`config.mk`:
```
export PLATFORM = sky130hd
export DESIGN_NAME = rsc_top
export DESIGN_NICKNAME = d
export VERILOG_FILES = /design/src/rsc_pkg.sv /design/src/rsc_top.sv
export SDC_FILE = /design/constraint.sdc
export NUM_CORES = 1
export LEC_CHECK = 0
export ABC_AREA = 0
export BUFFER_PORTS_ARGS = -buffer_cell sky130_fd_sc_hd__clkbuf_2
export CAP_MARGIN = 20
export CORE_ASPECT_RATIO = 0.7
export CORE_UTILIZATION = 49
export DETAILED_ROUTE_END_ITERATION = 12
export PLACE_DENSITY = 0.75
export SLEW_MARGIN = 15
export SYNTH_ARGS = -nofsm -noshare
export SYNTH_HDL_FRONTEND = slang
export SYNTH_SLANG_ARGS = --single-unit
```
`constraint.sdc`:
```
create_clock -name CLK_I -period 3.5 [get_ports CLK_I]
set_input_delay 0.525 -clock CLK_I [delete_from_list [all_inputs] [get_ports CLK_I]]
set_output_delay 0.525 -clock CLK_I [all_outputs]
set_load 0.01 [all_outputs]
```
`src/rsc_pkg.sv`:
```
package rsc_pkg;
   localparam logic [11:0] RSC_ADDR_LO_OFS = 12'h900;
   localparam logic [11:0] RSC_CTL_OFS = 12'h904;
   localparam logic [11:0] RSC_STAT_OFS = 12'h908;
   localparam logic [31:0] RSC_ADDR_LO_RST = 32'h0000_0000;
   localparam logic [31:0] RSC_CTL_RST = 32'h0000_0000;
   localparam int RSC_EN_BIT = 0;
   localparam int RSC_CHN_LSB = 2;
   localparam int RSC_SRC_LSB = 4;
   localparam int RSC_DST_LSB = 8;
   localparam int RSC_PAD_LSB = 16;
   localparam int RSC_WM_LSB = 24;
   localparam int RSC_DISWM_BIT = 29;
   localparam logic [31:0] RSC_CTL_WMASK = 32'h3fff_077d;
   localparam logic [31:0] RSC_NORMOP_DEFAULT = 32'h0000_1000;
   localparam logic [31:0] RSC_ADDR_STEP = 32'h0000_0001;

   typedef enum logic [1:0] {
      RSC_IDLE = 2'b00,
      RSC_NORMAL = 2'b01,
      RSC_READ = 2'b10,
      RSC_WRITE = 2'b11
   } rsc_state_e;

   typedef struct packed {
      logic req;
      logic wr;
      logic [11:0] addr;
      logic [31:0] wdata;
   } rsc_cfg_req_s;

   typedef struct packed {
      logic rd;
      logic wr;
      logic [3:0] chan;
      logic [2:0] rank;
      logic [31:0] addr;
   } rsc_mem_cmd_s;
endpackage

```
`src/rsc_top.sv`:
```
`timescale 1ns/1ps
// Summary of operation
// [RQ1] Low address holds next step; home agent ignored
// [RQ2] Watermark is max(fifo mark, queue credits)
// [RQ3] Disable bit: watermark is fifo mark only
// [RQ4] Normal duration timer expiry opens window
// [RQ5] Watermark exceeded backpressures home agent
// [RQ6] Eight-bit scratch field, no effect
// [RQ7] Writes go to destination rank
// [RQ8] Reads come from source rank
// [RQ9] One engine; channel select picks target
// [RQ10] Independent mode: code picks one channel
// [RQ11] Lock-step: upper bit picks channel pair
// [RQ12] Software sets enable; hardware clears on completion
// [RQ13] Done flag and in-progress flag kept
// [RQ14] Each window copies one address, then advances
module rsc_top #(
   parameter logic [31:0] NORMOP_CYCLES = rsc_pkg::RSC_NORMOP_DEFAULT,
   parameter logic [31:0] LAST_ADDR = 32'h0000_00ff
) (
   // Clock and reset.
   input wire logic CLK_I,
   input wire logic RESETN_I,
   // Configuration access.
   input wire rsc_pkg::rsc_cfg_req_s CFG_REQ_I,
   output logic [31:0] CFG_RDATA_O,
   output logic CFG_ACK_O,
   // Home agent side.
   input wire logic HOME_AGENT_HIT_I,
   input wire logic [4:0] WRITE_PENDING_QUEUE_CREDITS_I,
   input wire logic LOCKSTEP_I,
   output logic HOME_AGENT_BACKPRESSURE_O,
   // Memory channel side.
   output rsc_pkg::rsc_mem_cmd_s MEM_CMD_O,
   input wire logic MEM_DONE_I,
   input wire logic MEM_ERR_I
);
   import rsc_pkg::*;

   rsc_state_e state_ff;
   logic [31:0] addr_lo_ff;
   logic [31:0] ctl_ff;
   logic done_ff;
   logic busy_ff;
   logic [5:0] hits_ff;
   logic [31:0] timer_ff;
   logic [31:0] rdata_ff;
   logic ack_ff;
   logic bp_ff;
   rsc_mem_cmd_s cmd_ff;

   logic wr_ctl;
   logic [4:0] wm_mark;
   logic [4:0] eff_wm;
   logic wm_hit;
   logic tmr_hit;
   logic last_step;
   logic finish;
   rsc_mem_cmd_s nxt_cmd;

   function automatic logic [3:0] chan_decode(input logic [1:0] sel, input logic lockstep);
      logic [3:0] res;
      res = 4'h0;
      if (lockstep) begin
         res = sel[1] ? 4'hc : 4'h3; // [RQ11]
      end else begin
         res[sel] = 1'b1; // [RQ10]
      end
      return res;
   endfunction

   assign wr_ctl = CFG_REQ_I.req && CFG_REQ_I.wr && (CFG_REQ_I.addr == RSC_CTL_OFS);
   assign wm_mark = ctl_ff[RSC_WM_LSB +: 5];
   // The larger of the two marks governs unless the queue term is disabled.
   assign eff_wm = (ctl_ff[RSC_DISWM_BIT] || (wm_mark >= WRITE_PENDING_QUEUE_CREDITS_I)) ?
                   wm_mark : WRITE_PENDING_QUEUE_CREDITS_I; // [RQ2] [RQ3]
   assign wm_hit = (hits_ff > {1'b0, eff_wm}); // [RQ2] [RQ3]
   assign tmr_hit = (timer_ff >= NORMOP_CYCLES); // [RQ4]
   assign last_step = (addr_lo_ff >= LAST_ADDR);
   assign finish = (state_ff == RSC_WRITE) && MEM_DONE_I && last_step;

   // Sequencer: normal operation, then a read and a write per window.
   always_ff @(posedge CLK_I) begin
      if (!RESETN_I) begin
         state_ff <= RSC_IDLE;
      end else begin
         case (state_ff)
            RSC_IDLE: begin
               if (ctl_ff[RSC_EN_BIT]) begin
                  state_ff <= RSC_NORMAL;
               end
            end
            RSC_NORMAL: begin
               if (wm_hit || tmr_hit) begin
                  state_ff <= RSC_READ; // [RQ2] [RQ3] [RQ4]
               end
            end
            RSC_READ: begin
               if (MEM_ERR_I) begin
                  state_ff <= RSC_IDLE;
               end else if (MEM_DONE_I) begin
                  state_ff <= RSC_WRITE;
               end
            end
            RSC_WRITE: begin
               if (MEM_ERR_I || finish) begin
                  state_ff <= RSC_IDLE;
               end else if (MEM_DONE_I) begin
                  state_ff <= RSC_NORMAL; // [RQ14]
               end
            end
            default: begin
               state_ff <= RSC_IDLE;
            end
         endcase
      end
   end

   // Hit counter and normal-operation timer restart at each window.
   always_ff @(posedge CLK_I) begin
      if (!RESETN_I) begin
         hits_ff <= 6'h00;
         timer_ff <= 32'h0000_0000;
      end else if (state_ff == RSC_NORMAL) begin
         if (wm_hit || tmr_hit) begin
            hits_ff <= 6'h00;
            timer_ff <= 32'h0000_0000;
         end else begin
            timer_ff <= timer_ff + RSC_ADDR_STEP;
            if (HOME_AGENT_HIT_I && (hits_ff != 6'h3f)) begin
               hits_ff <= hits_ff + 6'h01;
            end
         end
      end else if (state_ff == RSC_IDLE) begin
         hits_ff <= 6'h00;
         timer_ff <= 32'h0000_0000;
      end
   end

   always_ff @(posedge CLK_I) begin
      if (!RESETN_I) begin
         bp_ff <= 1'b0;
      end else begin
         bp_ff <= ((state_ff == RSC_NORMAL) && wm_hit) ||
                  (state_ff == RSC_READ) || (state_ff == RSC_WRITE); // [RQ5]
      end
   end

   // Home agent traffic never touches the address; only steps and software do.
   always_ff @(posedge CLK_I) begin
      if (!RESETN_I) begin
         addr_lo_ff <= RSC_ADDR_LO_RST;
      end else if (CFG_REQ_I.req && CFG_REQ_I.wr && (CFG_REQ_I.addr == RSC_ADDR_LO_OFS)) begin
         addr_lo_ff <= CFG_REQ_I.wdata; // [RQ1]
      end else if ((state_ff == RSC_WRITE) && MEM_DONE_I && !MEM_ERR_I && !last_step) begin
         addr_lo_ff <= addr_lo_ff + RSC_ADDR_STEP; // [RQ1] [RQ14]
      end
   end

   // Control: hardware clears enable at completion or failure.
   always_ff @(posedge CLK_I) begin
      if (!RESETN_I) begin
         ctl_ff <= RSC_CTL_RST;
      end else begin
         if (wr_ctl) begin
            ctl_ff <= CFG_REQ_I.wdata & RSC_CTL_WMASK; // [RQ6] [RQ12]
         end
         if (finish || (state_ff != RSC_IDLE && state_ff != RSC_NORMAL && MEM_ERR_I)) begin
            ctl_ff[RSC_EN_BIT] <= 1'b0; // [RQ12]
         end
      end
   end

   always_ff @(posedge CLK_I) begin
      if (!RESETN_I) begin
         done_ff <= 1'b0;
         busy_ff <= 1'b0;
      end else begin
         if (finish) begin
            done_ff <= 1'b1; // [RQ13]
         end else if (wr_ctl && CFG_REQ_I.wdata[RSC_EN_BIT]) begin
            done_ff <= 1'b0; // [RQ13]
         end
         busy_ff <= (state_ff != RSC_IDLE) && !finish && !MEM_ERR_I; // [RQ13]
      end
   end

   always_comb begin
      nxt_cmd = '0;
      nxt_cmd.addr = addr_lo_ff;
      nxt_cmd.chan = chan_decode(ctl_ff[RSC_CHN_LSB +: 2], LOCKSTEP_I); // [RQ9]
      // A failed step drops the command at once, as the sequencer goes idle.
      if (state_ff == RSC_READ && !MEM_DONE_I && !MEM_ERR_I) begin
         nxt_cmd.rd = 1'b1;
         nxt_cmd.rank = ctl_ff[RSC_SRC_LSB +: 3]; // [RQ8]
      end else if (state_ff == RSC_WRITE && !MEM_DONE_I && !MEM_ERR_I) begin
         nxt_cmd.wr = 1'b1;
         nxt_cmd.rank = ctl_ff[RSC_DST_LSB +: 3]; // [RQ7]
      end
   end

   always_ff @(posedge CLK_I) begin
      if (!RESETN_I) begin
         cmd_ff <= '0;
      end else begin
         cmd_ff <= nxt_cmd;
      end
   end

   always_ff @(posedge CLK_I) begin
      if (!RESETN_I) begin
         rdata_ff <= 32'h0000_0000;
         ack_ff <= 1'b0;
      end else begin
         ack_ff <= CFG_REQ_I.req;
         rdata_ff <= 32'h0000_0000;
         if (CFG_REQ_I.req && !CFG_REQ_I.wr) begin
            case (CFG_REQ_I.addr)
               RSC_ADDR_LO_OFS: rdata_ff <= addr_lo_ff;
               RSC_CTL_OFS: rdata_ff <= ctl_ff;
               RSC_STAT_OFS: rdata_ff <= {30'h0, done_ff, busy_ff};
               default: rdata_ff <= 32'h0000_0000;
            endcase
         end
      end
   end

   assign CFG_RDATA_O = rdata_ff;
   assign CFG_ACK_O = ack_ff;
   assign HOME_AGENT_BACKPRESSURE_O = bp_ff;
   assign MEM_CMD_O = cmd_ff;
endmodule // rsc_top

```
==> impl_metrics.tcl, run 1 <==
set metrics [dict create \
    status "complete, no violations" \
    setup_ws_ns 0.165 \
    grt_pass1_wl_mm 26.2 \
    core_um2 13300 \
    n_antenna_cell 0 \
    port_buffers 131 \
    synth_warnings 0 \
    stdcell_count 1052 \
    htreeDepth 4 \
    drt_iter0_markers 390 \
    cts.clk_slew.worst_paths_ns 0.07 \
    hold_start "CFG_REQ_I[13]" \
    synthesis.area_um2 6740 \
    seq_area_frac_synth_pct 51.1 \
    cp_max_fo 10 \
    synth_edf_count 0 \
    antenna_found_initial 0 \
    place_ws_ns -0.337 \
    clk-insertion-delay-late_ns 0.42 \
    grt-ovfl-total 0 \
    drt_pass1_iterations 5 \
    yosysUniqueCellTypes 63 \
    fin_setup_tns_ns 0 \
    die_h_um 100 \
    initial_core_util_pct 50.8 \
    crit_start "ctl_ff[24]" \
    r2r_start "ctl_ff[24]" \
    syn_nets 799 \
    hold_path_class "input port to register" \
    nets 925 \
    drive_above_1_share_pct 24.3 \
    min_period_over_period_pct 95.3 \
    cts.hold.buffers_added 0 \
    numCtsBuffers 17 \
    max_cap_viol_count 0 \
    synth_top_area_share_pct 51.1 \
    placed_cells 1020 \
    ios 132 \
    grt_usage_pct 23.9 \
    wirelength_mm 16.4 \
    ys_ff_latch 172 \
    synth_cells 728 \
    syn_to_final_growth_pct 22.2 \
    finalHoldViolations 0 \
    synth_area_leader_cell "dfxtp_1" \
    detail-route-antenna-nets 0 \
    synthArstFlopShare_pct 0 \
    crit_type "register to register" \
    fmax_ghz 0.300 \
    setup_viol 0 \
    tightest_slew_ns 0.870 \
    cts.sinks 172 \
    synth_area_leaders "dfxtp_1 (51%), nand2_1 (7.1%), mux2i_1 (4.5%), and2_1 (4.0%), a21oi_1 (3.7%)" \
    root_buffer "clkbuf_16" \
    worstSetupEndpointType "register" \
    p_leak_nw 3.35 \
    via_per_inst 5.32 \
    gp_congestion 0.833 \
    die_area_um2 14200 \
    irDropWorstVdd_uv 330 \
    finalCriticalPeriod_ns 3.34 \
    route.detailed.drc 0 \
    required_ns 3.80 \
    power_density_nw_per_um2 482 \
    wl_per_cell_um 15.6 \
    n_fill_cell 1123 \
    vias 5592 \
    place.detailed.hpwl_mm 10.9 \
    fin_skew_ns 0.0119 \
    critPathArrivalTime_ns 3.64 \
    slew_headroom_pct 41.5 \
    cts_tree "yes" \
    ys.flop_type "dfxtp_1" \
    clk_path_buf_depth 2 \
    die_w_um 142 \
    critPathLaunchType "register" \
    grt_pass1_vias 5129 \
    syn-mean-instance-area_um2 9.26 \
    drv_slew 0 \
    grt_start_max_net_pins 75 \
    core.rowCount 35 \
]
-- through the flow --
stage                     instance area, um^2  util [%]  hold slack (ns)  total power, mW
after floorplan                          6740         -            0.432             2.07
after global placement                   7600      57.3            0.439             2.13
after detailed placement                 7600      57.3            0.449             2.13
after CTS                                8190      61.7            0.310             3.98
after global routing                     8240      62.1            0.327             4.09
final                                    8240      62.1            0.328             3.97
-- cell usage after synthesis, types with 2 or more instances --
| cell type | n |
|---|---|
| dfxtp_1 | 172 |
| nand2_1 | 128 |
| nor2_1 | 51 |
| a21oi_1 | 50 |
| and2_1 | 43 |
| clkbuf_1 | 32 |
| mux2i_1 | 30 |
| nor3_1 | 18 |
| nor3b_1 | 15 |
| ha_1 | 14 |
| inv_1 | 13 |
| nand3_1 | 13 |
| o21ai_0 | 12 |
| nand4_1 | 11 |
| and3_1 | 10 |
| and4_1 | 10 |
| nor2b_1 | 7 |
| nor4_1 | 6 |
| o2111ai_1 | 6 |
| nor4_2 | 5 |
| a2111oi_0 | 4 |
| a211oi_1 | 4 |
| buf_1 | 4 |
| buf_2 | 4 |
| o311ai_0 | 4 |
| xnor2_1 | 4 |
| xor2_1 | 4 |
| a21o_1 | 3 |
| a31oi_1 | 3 |
| nor4_4 | 3 |
| or2_2 | 3 |
| or3_1 | 3 |
| a21boi_0 | 2 |
| a32oi_1 | 2 |
| and4b_1 | 2 |
| nand2b_1 | 2 |
| nor4b_1 | 2 |
| o211ai_1 | 2 |
| o21a_1 | 2 |
| o311a_1 | 2 |
-- layer usage --
metal	vias to the layer above	GRT usage [%]	routed length (um)
met5	-	0	0
met4	0	6.95	129
met3	17	6.68	1100
met2	189	35.4	7060
met1	2600	33.8	8140
li1	2786	-	-
-- registers in the layout, summed over array words and instances (netlist names) --
signal,count
timer_ff,32
state_ff,2
CFG_ACK_O,1
done_ff,1
hits_ff,6
HOME_AGENT_BACKPRESSURE_O,1
CFG_RDATA_O,32
addr_lo_ff,32
MEM_CMD_O,41
busy_ff,1
ctl_ff,23
-- path summary, 6_finish.rpt --
kind | endpoint | slack [ns] | cells past startpoint
setup / recovery | state_ff[0] | 0.16 | 15
hold / removal | addr_lo_ff[13] | 0.33 | 3
setup reg to reg | state_ff[0] | 0.16 | 15
hold reg to reg | ctl_ff[16] | 0.45 | 2
-- layout make-up --
class,count,area [um^2],share of cell area (%)
clock buffer,19,433,5.26
sequential,172,3440,41.8
clock inverter,13,155,1.88
timing repair buffer,149,791,9.60
multi-input combinational,501,3140,38.1
inverter,13,48.8,0.592
tap,185,231,2.81
-- cells by family (layout without fill, tap and decap cells) --
group	after synthesis	count (layout)	share of synthesized area (%)
AND/OR/NAND/NOR	343	343	27.2
buffers and inverters	55	194	3.27
AO/OA/AOI/OAI	106	106	10.4
multiplexers	30	30	4.45
flip-flops	172	172	51.1
XOR/XNOR	8	8	1.04
adder cells (fa/ha/maj)	14	14	2.60
-- worst max-delay path, stage by stage, from the launching register on --
cell,delay [ns]
dfxtp_1,0.36
inv_1,0.06
ha_1,0.26
nand2b_1,0.13
a21o_1,0.17
a21o_2,0.28
a2111oi_4,0.38
nor3_2,0.09
ha_1,0.31
and4b_1,0.22
o21ai_0,0.09
a32o_2,0.26
buf_4,0.16
buf_4,0.17
a31oi_2,0.18
o2bb2ai_1,0.09
-- report_power, final --
| group | switching, mW | internal [mW] | total [mW] |
|---|---|---|---|
| logic | 0.0785 | 0.0520 | 0.130 |
| clock network | 0.808 | 1.07 | 1.88 |
| registers | 0.000399 | 1.96 | 1.96 |
-- repair_timing --
action,in CTS,in global routing
pin swaps,0,1
buffers inserted,0,0
setup endpoints to repair,19,33
resized for setup,1,11
-- cell usage in the layout (no fill, tap or decap), types with 5 or more instances in the layout --
| master | netlist | layout |
|---|---|---|
| nand4_1 | 11 | 11 |
| nand3_1 | 13 | 13 |
| nor2_1 | 51 | 50 |
| inv_6 | 0 | 5 |
| mux2i_1 | 30 | 30 |
| buf_4 | 0 | 18 |
| and2_1 | 43 | 43 |
| nor2b_1 | 7 | 6 |
| and4_1 | 10 | 10 |
| clkbuf_16 | 0 | 17 |
| inv_1 | 13 | 12 |
| nand2_1 | 128 | 128 |
| nor4_2 | 5 | 5 |
| ha_1 | 14 | 14 |
| nor3_1 | 18 | 17 |
| a21oi_1 | 50 | 50 |
| and3_1 | 10 | 10 |
| o21ai_0 | 12 | 12 |
| nor3b_1 | 15 | 15 |
| nor4_1 | 6 | 6 |
| clkbuf_2 | 1 | 131 |
| dfxtp_1 | 172 | 172 |
| o2111ai_1 | 6 | 6 |
No activity file was read; power rests on OpenSTA's default activity.
==> inputs of run 2 (changes only) <==
--- a/config.mk
+++ b/config.mk
@@ -11,7 +11,9 @@
 export CORE_ASPECT_RATIO = 0.7
 export CORE_UTILIZATION = 49
 export DETAILED_ROUTE_END_ITERATION = 12
+export GPL_TIMING_DRIVEN = 1
 export PLACE_DENSITY = 0.75
+export RECOVER_POWER = 50
 export SLEW_MARGIN = 15
 export SYNTH_ARGS = -nofsm -noshare
 export SYNTH_HDL_FRONTEND = slang
==> run 2 against run 1 <==
  * Total power barely moved
  * Combinational power barely moved
  * Maximum frequency barely moved
  * Largest cell class unchanged
  * Cell count did not move
  * Clock-buffer cell count did not move
  * Sequential cell count did not move
  * Clock power barely moved
  * Worst setup slack improved by 0.0017 ns
  * Sequential share of layout area rose by 0.53 points
  * Via count rose by 0.59%
==> impl_metrics.tcl, run 2 (synthesis results as in run 1) <==
set metrics [dict create \
    grt-ovfl-total 0 \
    fin_area_um2 8130 \
    cts_tree "yes" \
    setup_ws_ns 0.166 \
    largest_reg_flops 41 \
    crit_chain "inv_1 > ha_1 > nand2b_1 > a21o_1 > a21o_2 > a2111oi_4 > nor3_2 > ha_1 > and4b_1 > o21ai_0 > a32o_2 > buf_4 > buf_4 > a31oi_2 > o2bb2ai_1" \
    nets 925 \
    power_density_nw_per_um2 488 \
    slowest_delay_ns 0.38 \
    seqPwrFrac_pct 49.4 \
    slew_headroom_pct 9.21 \
    status "complete, no violations" \
    min_period_over_period_pct 95.2 \
    grt_pass1_vias 5129 \
    wl_per_cell_um 15.7 \
    die_area_um2 14200 \
    hold_path_class "input port to register" \
    place_area_um2 7600 \
    place_ws_ns -0.337 \
    irDropWorstVdd_uv 328 \
    required_ns 3.80 \
    drive_above_1_share_pct 15.2 \
    die_h_um 100 \
    combPwrFrac_pct 3.3 \
    cts.sinks 172 \
    drv_slew 0 \
    ios 132 \
    core.rowCount 35 \
    stdcell_count 1052 \
    drt_iter0_markers 366 \
    crit_type "register to register" \
    detail-route-antenna-nets 0 \
    fmax_ghz 0.300 \
    initial_core_util_pct 50.8 \
    switching_share_pct 22.3 \
    layout_common_cells "dfxtp_1 (172), nand2_1 (128), clkbuf_1 (79)" \
    setup_viol 0 \
    grt_pass1_wl_mm 26.2 \
    clk_path_buf_depth 2 \
    gp_congestion 0.833 \
    layout_commonest_cell "dfxtp_1" \
    regArea_um2 3440 \
    tightest_slew_ns 1.36 \
    syn_to_final_growth_pct 20.7 \
    p_sw_mw 0.886 \
    critPathLaunchType "register" \
    p_leak_nw 3.07 \
    numCtsBuffers 17 \
    grt_usage_pct 23.9 \
    fin_skew_ns 0.0113 \
    placed_cells 1020 \
    grt_start_max_net_pins 75 \
    finalPower_mw 3.97 \
    core_um2 13300 \
    r2r_start "ctl_ff[24]" \
    vias 5625 \
    wirelength_mm 16.5 \
    via_per_inst 5.35 \
    n_antenna_cell 0 \
    power.internal_mw 3.08 \
    port_buffers 131 \
    multi_input_area_um2 3130 \
    place.detailed.hpwl_mm 10.9 \
    cts.clk_slew.worst_paths_ns 0.07 \
    max_cap_viol_count 0 \
    antenna_found_initial 0 \
    critPathArrivalTime_ns 3.63 \
    n_fill_cell 1167 \
    finalHoldViolations 0 \
    route.detailed.drc 0 \
    die_w_um 142 \
    drt_pass1_iterations 5 \
    clk-insertion-delay-late_ns 0.42 \
    htreeDepth 4 \
    finalCriticalPeriod_ns 3.33 \
    cp_max_fo 10 \
    crit_start "ctl_ff[24]" \
    hold_start "CFG_REQ_I[14]" \
    root_buffer "clkbuf_16" \
    crit_slowest_cell "a2111oi_4" \
    p_clk_share_pct 47.3 \
    worstSetupEndpointType "register" \
]
run 2: cell count changes in the layout (fill, tap and decap cells not counted), sizes merged:
| cell | change |
|---|---|
| clkbuf | +1 |
| clkinv | +1 |
| inv | -1 |
| buf | -1 |
run 2: final timing paths:
path	cells past startpoint	end	slack (ns)
setup / recovery	15	state_ff[0]	0.17
hold / removal	3	addr_lo_ff[14]	0.33
setup reg to reg	15	state_ff[0]	0.17
hold reg to reg	2	ctl_ff[16]	0.45
run 2: cell type report:
cell class,instances,area share [%]
Clock buffer,19,5.32
Clock inverter,13,1.91
Inverter,13,0.600
Multi-Input combinational cell,501,38.5
Sequential cell,172,42.3
Tap cell,185,2.85
Timing Repair Buffer,149,8.51
run 2: timing repair:
item,4_1_cts,5_1_grt
setup endpoints to repair,19,33
gates resized for setup,1,11
setup buffers,0,0
hold buffers,0,0
pin swaps,0,1
run 2: through the flow:
step           hold slack (ns)  setup TNS [ns]  util (%)
6_report                 0.327               0      61.3
5_1_grt                  0.327          -0.356      61.3
4_1_cts                  0.310               0      61.7
3_5_place_dp             0.449           -6.43      57.3
3_3_place_gp             0.439           -4.96      57.3
2_1_floorplan            0.432               0         -
run 2: power groups by stage:
| stage | Combinational, mW | Clock [mW] | Sequential, mW |
|---|---|---|---|
| finish | 0.130 | 1.88 | 1.96 |
| global placement | 0.124 | 0 | 2.00 |
| global route | 0.141 | 2.00 | 1.96 |
| CTS | 0.125 | 1.90 | 1.96 |
| detailed placement | 0.124 | 0 | 2.00 |
| floorplan | 0.0608 | 0 | 2.00 |
run 2: worst max-delay path, delay by kind of cell (launching register included):
kind                     cells  cell delay (ns)
buffers and inverters        3             0.39
adder cells (fa/ha/maj)      2             0.57
flip-flops                   1             0.36
AO/OA/AOI/OAI                7             1.45
AND/OR/NAND/NOR              3             0.44
run 2: metal layers:
layer | GRT usage, % | vias to the layer above | wire length, um
met4 | 6.95 | 0 | 140
met1 | 33.8 | 2631 | 8160
met5 | 0 | - | 0
li1 | - | 2785 | -
met2 | 35.4 | 190 | 7030
met3 | 6.68 | 19 | 1140
